`src/remote_interface_config_consts.svh`:
```
/*
 * Constants of the remote interface configuration block: bit positions,
 * reset value, memory select codes and boot strap settle cycles.
 * Assumes inclusion by bare name from the package and the design modules.
 */
`ifndef REMOTE_INTERFACE_CONFIG_CONSTS_SVH
`define REMOTE_INTERFACE_CONFIG_CONSTS_SVH

// configuration register bit positions
`define CFG_BIT_IRQ_STATUS   7
`define CFG_BIT_SINGLE_STEP  6
`define CFG_BIT_FAST_WRITE   5
`define CFG_BIT_LATCH_READ   4
`define CFG_BIT_LATCH_WRITE  3
`define CFG_BIT_RUN          2
`define CFG_BIT_MSEL_HI      1
`define CFG_BIT_MSEL_LO      0

// reset value: everything low, memory select pointing at instruction memory
`define CFG_RESET_VALUE      8'h01

// memory select codes
`define MSEL_DATA            2'h0
`define MSEL_INSTR           2'h1
`define MSEL_PC_LOW          2'h2
`define MSEL_PC_HIGH         2'h3

// cycles to wait after reset release before sampling the boot strap
`define STRAP_SETTLE_CYCLES  2'h3

`endif

```
`src/remote_cfg_pkg.sv`:
```
/*
 * Types shared by the remote interface configuration block.
 * Assumes remote_interface_config_consts.svh is on the include path.
 */
`include "remote_interface_config_consts.svh"

package remote_cfg_pkg;

    // routing target of remote accesses
    typedef enum logic [1:0] {
        TGT_DATA_MEM  = `MSEL_DATA,
        TGT_INSTR_MEM = `MSEL_INSTR,
        TGT_PC_LOW    = `MSEL_PC_LOW,
        TGT_PC_HIGH   = `MSEL_PC_HIGH
    } mem_target_t;

    // access modes handed to the remote datapath
    typedef struct packed {
        mem_target_t target;
        logic        latched_read_select;
        logic        latched_write_select;
        logic        fast_write_select;
    } remote_mode_t;

    // remote pin group, all active low except cmd_select
    typedef struct packed {
        logic cmd_select;
        logic remote_access_enable_b;
        logic remote_read_strobe_b;
        logic remote_write_strobe_b;
    } remote_pins_t;

endpackage : remote_cfg_pkg

```
`src/data_mem_arbiter.sv`:
```
/*
 * Shared data memory arbiter between the local processor and the remote host.
 * Assumes both requests come from logic on mclk.
 */
`timescale 1ns/10ps
`default_nettype none

module data_mem_arbiter (
    // clock and reset
    input  wire logic mclk,
    input  wire logic rst_b,
    // requests and locks
    input  wire logic local_req,
    input  wire logic remote_req,
    input  wire logic local_lock,
    // grants
    output logic      grant_local,
    output logic      grant_remote
);
    logic last_remote;  // set when remote won the last contended cycle or the last cycle was uncontended; local wins next

    // grant: local first on contention, then alternate unless locked
    always_ff @(posedge mclk or negedge rst_b) begin
        if (!rst_b) begin
            grant_local  <= 1'b0;
            grant_remote <= 1'b0;
            last_remote  <= 1'b1;
        end else if (local_req && remote_req) begin
            if (local_lock || last_remote) begin
                grant_local  <= 1'b1;
                grant_remote <= 1'b0;
                last_remote  <= 1'b0;
            end else begin
                grant_local  <= 1'b0;
                grant_remote <= 1'b1;
                last_remote  <= 1'b1;
            end
        end else begin
            grant_local  <= local_req;
            grant_remote <= remote_req && !local_lock;
            last_remote  <= 1'b1; // fresh contention restarts with local
        end
    end

    property p_local_first;
        @(posedge mclk) disable iff (!rst_b)
        (local_req && remote_req && !$past(local_req && remote_req)) |=> grant_local;
    endproperty
    a_local_first: assert property (p_local_first)
        else $error("local did not win first contended access");

    property p_alternate;
        @(posedge mclk) disable iff (!rst_b)
        (local_req && remote_req && !local_lock)[*2] |=> (grant_local != $past(grant_local));
    endproperty
    a_alternate: assert property (p_alternate)
        else $error("contended grants did not alternate");

    c_contention: cover property (@(posedge mclk) disable iff (!rst_b)
        (local_req && remote_req)[*3]);

endmodule : data_mem_arbiter

`default_nettype wire

```
`src/remote_interface_config.sv`:
```
/*
 * Remote interface configuration register and processor run control.
 * Assumes remote pins are asynchronous to mclk and are synchronised here;
 * processor-side inputs are on mclk.
 */
`timescale 1ns/10ps
`default_nettype none
`include "remote_interface_config_consts.svh"

module remote_interface_config (
    // clock and reset
    input  wire logic                       mclk,
    input  wire logic                       rst_b,
    // remote host pins
    input  wire remote_cfg_pkg::remote_pins_t remote_pins,
    input  wire logic [7:0]                 remote_data_in,
    output logic [7:0]                      remote_data_out,
    output logic                            remote_data_oe_b,
    // processor side
    input  wire logic                       local_only_request,
    input  wire logic                       ext_irq_mask_three,
    input  wire logic                       bidir_irq_is_output,
    input  wire logic                       instr_boundary,
    input  wire logic                       local_mem_req,
    input  wire logic                       remote_mem_req,
    // control outputs
    output remote_cfg_pkg::remote_mode_t    remote_mode,
    output logic                            fast_write_active,
    output logic                            cpu_run,
    output logic                            cpu_step,
    output logic                            cpu_idle,
    output logic                            bidir_irq_toggle,
    output logic                            grant_local,
    output logic                            grant_remote
);
    import remote_cfg_pkg::*;

    remote_pins_t pins_s1;
    remote_pins_t pins_s2;
    remote_pins_t pins_d;
    logic [7:0]   data_s1;
    logic [7:0]   data_s2;
    logic [7:0]   remote_config_reg;
    logic         step_pending;
    logic [1:0]   strap_count;
    logic         strap_done;
    logic         reg_selected;
    logic         reg_write;
    logic         reg_read;

    // two-flop synchronisers for pins and data
    always_ff @(posedge mclk or negedge rst_b) begin
        if (!rst_b) begin
            pins_s1 <= '{1'b0, 1'b1, 1'b1, 1'b1};
            pins_s2 <= '{1'b0, 1'b1, 1'b1, 1'b1};
            pins_d  <= '{1'b0, 1'b1, 1'b1, 1'b1};
            data_s1 <= 8'h00;
            data_s2 <= 8'h00;
        end else begin
            pins_s1 <= remote_pins;
            pins_s2 <= pins_s1;
            pins_d  <= pins_s2;
            data_s1 <= remote_data_in;
            data_s2 <= data_s1;
        end
    end

    // register decode; write taken on falling write strobe
    assign reg_selected = pins_s2.cmd_select && !pins_s2.remote_access_enable_b
                          && !local_only_request;
    assign reg_write    = reg_selected && !pins_s2.remote_write_strobe_b
                          && pins_d.remote_write_strobe_b;
    assign reg_read     = reg_selected && !pins_s2.remote_read_strobe_b;

    // boot strap caught after reset release once synchronisers settle
    always_ff @(posedge mclk or negedge rst_b) begin
        if (!rst_b) begin
            strap_count <= 2'h0;
            strap_done  <= 1'b0;
        end else if (!strap_done) begin
            strap_count <= strap_count + 2'h1;
            strap_done  <= (strap_count == `STRAP_SETTLE_CYCLES);
        end
    end

    // configuration register
    always_ff @(posedge mclk or negedge rst_b) begin
        if (!rst_b) begin
            remote_config_reg <= `CFG_RESET_VALUE;
        end else if (!strap_done && strap_count == `STRAP_SETTLE_CYCLES) begin
            if (!pins_s2.remote_read_strobe_b && !pins_s2.remote_write_strobe_b
                && pins_s2.remote_access_enable_b) begin
                remote_config_reg[`CFG_BIT_RUN] <= 1'b1;
            end
        end else if (reg_write) begin
            remote_config_reg[5:0] <= data_s2[5:0];
        end
    end

    // single step request held until the instruction completes
    always_ff @(posedge mclk or negedge rst_b) begin
        if (!rst_b) begin
            step_pending <= 1'b0;
        end else if (reg_write && data_s2[`CFG_BIT_SINGLE_STEP]
                     && !remote_config_reg[`CFG_BIT_RUN]) begin
            step_pending <= 1'b1;
        end else if (instr_boundary) begin
            step_pending <= 1'b0;
        end
    end

    // processor run, step and idle status
    always_ff @(posedge mclk or negedge rst_b) begin
        if (!rst_b) begin
            cpu_run  <= 1'b0;
            cpu_step <= 1'b0;
            cpu_idle <= 1'b1;
        end else begin
            cpu_run  <= remote_config_reg[`CFG_BIT_RUN];
            cpu_step <= step_pending;
            // a stepped instruction ends at its boundary and leaves the processor idle
            if (remote_config_reg[`CFG_BIT_RUN] || (step_pending && !instr_boundary)) begin
                cpu_idle <= 1'b0;
            end else if (instr_boundary) begin
                cpu_idle <= 1'b1;
            end
        end
    end

    // one-cycle toggle request toward the bidirectional interrupt pin
    always_ff @(posedge mclk or negedge rst_b) begin
        if (!rst_b) begin
            bidir_irq_toggle <= 1'b0;
        end else begin
            bidir_irq_toggle <= reg_write && data_s2[`CFG_BIT_IRQ_STATUS]
                                && bidir_irq_is_output;
        end
    end

    // access modes, identical for every target
    always_ff @(posedge mclk or negedge rst_b) begin
        if (!rst_b) begin
            remote_mode       <= '{TGT_INSTR_MEM, 1'b0, 1'b0, 1'b0};
            fast_write_active <= 1'b0;
        end else begin
            remote_mode.target               <= mem_target_t'(remote_config_reg[1:0]);
            remote_mode.latched_read_select  <= remote_config_reg[`CFG_BIT_LATCH_READ];
            remote_mode.latched_write_select <= remote_config_reg[`CFG_BIT_LATCH_WRITE];
            fast_write_active <= remote_config_reg[`CFG_BIT_FAST_WRITE]
                                 && !remote_config_reg[`CFG_BIT_LATCH_WRITE];
            remote_mode.fast_write_select    <= remote_config_reg[`CFG_BIT_FAST_WRITE];
        end
    end

    // read data path: live mirror in bit 7, step state in bit 6
    always_ff @(posedge mclk or negedge rst_b) begin
        if (!rst_b) begin
            remote_data_out  <= 8'h00;
            remote_data_oe_b <= 1'b1;
        end else begin
            remote_data_out  <= {ext_irq_mask_three, step_pending,
                                 remote_config_reg[5:0]};
            remote_data_oe_b <= !reg_read;
        end
    end

    // shared data memory arbitration
    data_mem_arbiter u_arbiter (
        .mclk         (mclk),
        .rst_b        (rst_b),
        .local_req    (local_mem_req),
        .remote_req   (remote_mem_req),
        .local_lock   (local_only_request),
        .grant_local  (grant_local),
        .grant_remote (grant_remote)
    );

    property p_write_locked_out;
        @(posedge mclk) disable iff (!rst_b)
        (local_only_request && strap_done) |=> $stable(remote_config_reg);
    endproperty
    a_write_locked_out: assert property (p_write_locked_out)
        else $error("register changed while locked to local");

    property p_mirror;
        @(posedge mclk) disable iff (!rst_b)
        1'b1 |=> remote_data_out[7] == $past(ext_irq_mask_three);
    endproperty
    a_mirror: assert property (p_mirror)
        else $error("bit 7 does not mirror interrupt mask");

    property p_toggle;
        @(posedge mclk) disable iff (!rst_b)
        (reg_write && data_s2[7] && bidir_irq_is_output) |=> bidir_irq_toggle ##1 !bidir_irq_toggle;
    endproperty
    a_toggle: assert property (p_toggle)
        else $error("interrupt toggle not a single pulse");

    property p_step;
        @(posedge mclk) disable iff (!rst_b)
        (reg_write && data_s2[6] && !remote_config_reg[2]) |=> step_pending ##1 cpu_step;
    endproperty
    a_step: assert property (p_step)
        else $error("single step not requested");

    property p_fast_write;
        @(posedge mclk) disable iff (!rst_b)
        1'b1 |=> fast_write_active == ($past(remote_config_reg[5]) && !$past(remote_config_reg[3]));
    endproperty
    a_fast_write: assert property (p_fast_write)
        else $error("fast write mode wrong");

    property p_modes;
        @(posedge mclk) disable iff (!rst_b)
        1'b1 |=> (remote_mode.latched_read_select == $past(remote_config_reg[4]))
                 && (remote_mode.latched_write_select == $past(remote_config_reg[3]));
    endproperty
    a_modes: assert property (p_modes)
        else $error("latched mode bits not followed");

    property p_run;
        @(posedge mclk) disable iff (!rst_b)
        $rose(remote_config_reg[2]) |=> cpu_run ##1 !cpu_idle;
    endproperty
    a_run: assert property (p_run)
        else $error("processor did not start");

    property p_halt;
        @(posedge mclk) disable iff (!rst_b)
        (!remote_config_reg[2] && !step_pending && instr_boundary) |=> cpu_idle;
    endproperty
    a_halt: assert property (p_halt)
        else $error("processor did not halt at boundary");

    property p_target;
        @(posedge mclk) disable iff (!rst_b)
        1'b1 |=> remote_mode.target == $past(remote_config_reg[1:0]);
    endproperty
    a_target: assert property (p_target)
        else $error("memory select not routed");

    c_write:  cover property (@(posedge mclk) disable iff (!rst_b) reg_write);
    c_read:   cover property (@(posedge mclk) disable iff (!rst_b) !remote_data_oe_b);
    c_step:   cover property (@(posedge mclk) disable iff (!rst_b) $rose(cpu_step));

endmodule : remote_interface_config

`default_nettype wire

```
`config.mk`:
```
export PLATFORM = sky130hd
export DESIGN_NAME = remote_interface_config
export DESIGN_NICKNAME = d
export VERILOG_FILES = /design/src/remote_cfg_pkg.sv /design/src/data_mem_arbiter.sv /design/src/remote_interface_config.sv
export VERILOG_INCLUDE_DIRS = /design/src
export SDC_FILE = /design/constraint.sdc
export NUM_CORES = 1
export LEC_CHECK = 0
export ABC_CLOCK_PERIOD_IN_PS = 1300
export BUFFER_PORTS_ARGS = -buffer_cell sky130_fd_sc_hd__buf_2
export CAP_MARGIN = 30
export CORE_ASPECT_RATIO = 1.5
export CORE_MARGIN = 5
export CORE_UTILIZATION = 45
export CTS_BUF_LIST = sky130_fd_sc_hd__clkbuf_4
export DETAILED_ROUTE_END_ITERATION = 10
export PLACE_DENSITY = 0.72
export SLEW_MARGIN = 20
export SYNTH_ARGS = -nofsm -noshare
export SYNTH_HDL_FRONTEND = slang
export SYNTH_SLANG_ARGS = --single-unit
```
`constraint.sdc`:
```
create_clock -name mclk -period 1.3 [get_ports mclk]
set_clock_uncertainty 0.05 [all_clocks]
set_input_delay 0.195 -clock mclk [delete_from_list [all_inputs] [get_ports mclk]]
set_output_delay 0.195 -clock mclk [all_outputs]
set_load 0.01 [all_outputs]
```
### Word-level counts from Yosys, hierarchy flattened

Index checks and enable logic that the tools add are counted.

| word-level totals | value |
|---|---|
| register bits after elaboration | 57 |
| logic and storage cells | 79 |
| output and inout bits | 21 |

| operators by class | value |
|---|---|
| muxes and demuxes | 13 |
| eq/ne operators | 2 |
| $add $sub $neg | 1 |
| bitwise operators | 1 |
| reduce and logical (&&, ||, !) cells | 32 |

Operators with widths:

| cell | count |
|---|---|
| 1-bit logical AND | 16 |
| 1-bit 2-to-1 mux | 12 |
| 1-bit zero test | 9 |
| 2-bit nonzero test | 3 |
| 2-bit AND reduction | 2 |
| 3-bit 2-to-1 mux | 1 |
| 2-bit by 1-bit adder with 2-bit output (second input constant) | 1 |
| 2-bit == test (second input constant) | 1 |
| 1-bit logical OR | 2 |
| 2-bit by 1-bit inequality test with 1-bit output (second input constant) | 1 |
| 1-bit NOT | 1 |

### Depth between registers and ports, before layout

| depth | value |
|---|---|
| depth after elaboration | 8 |
| gate-level depth with buffers | 4 |

### Modules after synthesis

Synthesis repeated with hierarchy kept, for this count alone.

| second synthesis, totals | value |
|---|---|
| cells, all modules | 86 |
| area, all modules | 1585.3 um^2 |

Modules (own cells, without submodules):

| module | area an instance (um^2) | times used | cells an instance |
|---|---|---|---|
| remote_interface_config | 1481.4 | 1 | 79 |
| data_mem_arbiter | 103.8 | 1 | 7 |

### Worst setup path before layout

Ideal clock, no wire load.

| timing path | value |
|---|---|
| kind | reg-to-reg |
| from | register pins_d[0] (netlist name) |
| to | register remote_config_reg[1] |
| arrival time | 1.155 ns |
| slack | -0.030 ns |
| clock period less this slack | 1.330 ns |
| required time | 1.125 ns |
| setup time | 0.125 ns |
| cell stages (with the launch flop) | 4 |
| cell sequence | dfstp_2 nor2b_1 nand3_4 mux2_2 |

| between the ends | value |
|---|---|
| word-level cells in the longest chain between the ends | 2 |

RTL lines:

| what | line | text |
|---|---|---|
| from (decl) | remote_interface_config.sv:40 | `remote_pins_t pins_d;` |
| from (signal assigned) | remote_interface_config.sv:56 | `pins_d <= '{1'b0, 1'b1, 1'b1, 1'b1};` |
| from (signal assigned) | remote_interface_config.sv:62 | `pins_d <= pins_s2;` |
| 1-bit logical AND | remote_interface_config.sv:72 | `&& pins_d.remote_write_strobe_b;` |
| 2-bit AND reduction (no line) | - |  |
| to (signal assigned) | remote_interface_config.sv:89 | `` remote_config_reg <= `CFG_RESET_VALUE; `` |
| to (signal assigned) | remote_interface_config.sv:96 | `remote_config_reg[5:0] <= data_s2[5:0];` |
| to (decl) | remote_interface_config.sv:43 | `logic [7:0] remote_config_reg;` |

No other way between the ends.
A chain may end at the register's enable or synchronous reset.

### Worst setup path in the final report

| timing path | value |
|---|---|
| from | register pins_d[0] (netlist name) |
| to | register remote_config_reg[3] |

The elaborated chain is that of the path after synthesis.

==> impl_summary.txt <==
----------------------------------------------------
[Floorplanning]
  Chip height ... 82.72 microns
  Effective utilization at floorplan ... 46.45%
  Placeable core area ... 3416 sq um
  Site row count ... 26
  X dimension of the die ... 58.48 microns
  Number of I/O pins ... 41
  Die outline area ... 4837 sq um

[Clock network]
  Clock insertion delay at the later pin of the skew report ... 360 ps
  Number of clock sinks seen by CTS ... 51
  Clk slew on worst S/H paths ... 140 ps
  Number of buffers on the longest clock path ... 2
  Htree depth ... 2
  Clk Tree Root Cell ... sky130_fd_sc_hd__clkbuf_4
  Number of clock buffers inserted by TritonCTS ... 5
  Clock tree from TritonCTS ... yes

[Timing]
  Final clock period utilization by the worst path ... 99.92%
  Highest attainable clock frequency ... 769.8 MHz
  Least-Margin Pin Slew ... 262.1 ps
  Hold Violations, Final ... 0
  Setup repair after global routing missed its margin ... true
  Rel. slew slack ... 82.53%
  Post-route minimum period ... 1299 ps
  Number of max-slew violations in the final report ... 0
  Final setup fails ... 0
  Worst hold margin ... 13.84 ps
  Sum Neg Setup Slack ... 0 ps

[Logic synthesis]
  Post-synth design cell area ... 1587 sq um
  Most common cell in the netlist ... sky130_fd_sc_hd__dfrtp_1
  Flip-flop cell with the highest count after synthesis ... sky130_fd_sc_hd__dfrtp_1
  Post-synth net total ... 107
  Synthesized area divided by synthesized cell count ... 18.45 sq um
  Cell taking the most area after synthesis ... sky130_fd_sc_hd__dfrtp_1
  Post-synthesis cell count ... 86
  Main area contributors after synthesis ... sky130_fd_sc_hd__dfrtp_1 (62%), sky130_fd_sc_hd__dfstp_2 (20%), sky130_fd_sc_hd__mux2_2 (4.3%)
  Synth cell count leaders ... sky130_fd_sc_hd__dfrtp_1 (39), sky130_fd_sc_hd__dfstp_2 (12), sky130_fd_sc_hd__buf_4 (6), sky130_fd_sc_hd__mux2_2 (6), sky130_fd_sc_hd__inv_1 (3)
  Number of distinct library cell variants in the gate-level netlist after synthesis ... 23
  Sequential element share of the synthesized area ... 81.39%
  Fraction of synthesized cell area taken by the top area cell type ... 61.51%
  Number of enable flip-flop cells after synthesis ... 0
  Post-synth ARST share ... 100.0%
  Post-synthesis register bit count ... 51
  Yosys Warn Count ... 0

[Placed design]
  Cells after DPL ... 166
  Count of input and output buffers ... 40
  DPL Wire Length ... 1562 microns
  Placer congestion estimate ... 0.8211

[Run status]
  Outcome ... finished clean

[Final layout]
  Synthesis-to-finish area growth ... 36.83%
  Net count, final ... 173
  Leading registers by flop count ... data_s1 (8), data_s2 (8), remote_data_out (8)
  Final std cells w/o fill ... 195
  Fraction of the core area covered by cells at the end of the flow ... 63.55%
  Share of cells above drive strength 1 ... 53.59%
  Antenna Cells ... 0

[GRT]
  Via count of the first global-routing pass ... 874
  Combined global-route utilization of all metal layers ... 10.99%
  Initial antenna violation count ... 0
  Pin count of the biggest net entering global routing ... 52
  Wire length of the first global-routing pass ... 3877 microns
  GR Overflow Total ... 0

[Setup path]
  CP Max Fanout ... 6
  CP endpoint kind ... register
  CP peak stage delay ... 550 ps
  Crit path max-delay family ... flip-flops
  Kind of critical path ... reg2reg
  Cell breakdown of the critical path ... nor2b_4 > nand3_4 > mux2_4
  Critical Path RT ... 1510 ps
  Critical Path Source Type ... register
  Worst path slowest cell ... sky130_fd_sc_hd__dfstp_2
  Register-to-register setup slack ... 1 ps
  Arrival time reported for the critical path endpoint ... 1510 ps
  Crit path buf inv count ... 0

[Drt]
  Wire length reported by the detailed router ... 2378 microns
  Count of vias placed by the detailed router ... 865
  Detailed-router iteration count before antenna repair ... 3
  Wire per inst ... 12.19 microns
  Number of remaining DRC errors ... 0
  Starting DRT DRC Count ... 12
  Remaining antenna violation count after routing ... 0
  Vias per Instance ... 4.436

[Power]
  Leakage power ... 1.042 nW
  Cell Pwr Density ... 1433 nW/um^2
  Peak supply drop ... 1.104 mV

[Hold path]
  Worst min-delay path category ... in2reg

[Run]
  Max capacitance violation total ... 0

----------------------------------------------------
## area by class of cell
cell class / count / area (sq um)
clock buffer: 5 / 37.54
tap: 42 / 52.55
fill: 266 / 1245
inverter: 3 / 11.26
sequential: 51 / 1291
multi-input combinational: 26 / 266.5
clock inverter: 3 / 47.55
timing repair buffer: 65 / 464.2
## logic make-up after synthesis
kind of cell / after synthesis / share of synthesized area, %
and+or+nand+nor: 11 / 6.310
muxes: 7 / 4.889
xor gates and xnor gates: 1 / 0.5522
DFF: 51 / 81.39
AOI/OAI and AO/OA: 6 / 2.524
adders and majority gates: 1 / 0.7885
buffers and inverters: 9 / 3.549
## metrics by stage
stage                     power, mW  cell area, sq um  setup slack [ps]
final                         3.110              2171            0.9905
after global routing          3.269              2171            -34.67
after CTS                     3.131              2146            -5.795
after detailed placement      2.182              1839            -28.67
after global placement        2.163              1839             18.64
after floorplan               2.028              1589             45.69
## routing by layer
layer	share of wire (%)	wire length [microns]	GRT usage, %
met5	0	0	0
met4	0.97	23	7.425
met3	6.5	155	3.110
met2	57	1350	18.68
met1	36	850	11.66
## power by group
part | internal [mW] | switching [mW]
Combinational | 0.207 | 0.168
Clock | 0.415 | 0.481
Sequential | 1.77 | 0.0729
Total | 2.39 | 0.722
## cell usage in the layout, fill, tap and decap left out, drive strengths merged, types with 2 or more instances in the layout
| cell | synthesis | routed |
|---|---|---|
| clkbuf | 0 | 5 |
| mux2 | 6 | 6 |
| buf | 6 | 47 |
| inv | 3 | 4 |
| a21oi | 2 | 2 |
| dlygate4sd3 | 0 | 18 |
| dfrtp | 39 | 39 |
| nor2b | 2 | 2 |
| dfstp | 12 | 12 |
## worst paths after layout
check                                   start                     to  cells after the start
max                                 pins_d[0]   remote_config_reg[3]                      3
min                        local_only_request  u_arbiter.last_remote                      2
max reg2reg                         pins_d[0]   remote_config_reg[3]                      3
min reg2reg                        data_s1[2]             data_s2[2]                      0
max in group asynchronous               rst_b             pins_s2[0]                      3
min in group asynchronous               rst_b  u_arbiter.grant_local                      3
## repair_timing
item | CTS | global route
resized for setup | 4 | 4
hold endpoints to repair | 67 | 0
pin swaps | 1 | 2
buffers inserted | 3 | 0
setup endpoints to repair | 4 | 8
gates cloned | 0 | 0
hold buffers | 18 | 0
No activity file was read; power rests on OpenSTA's default activity.
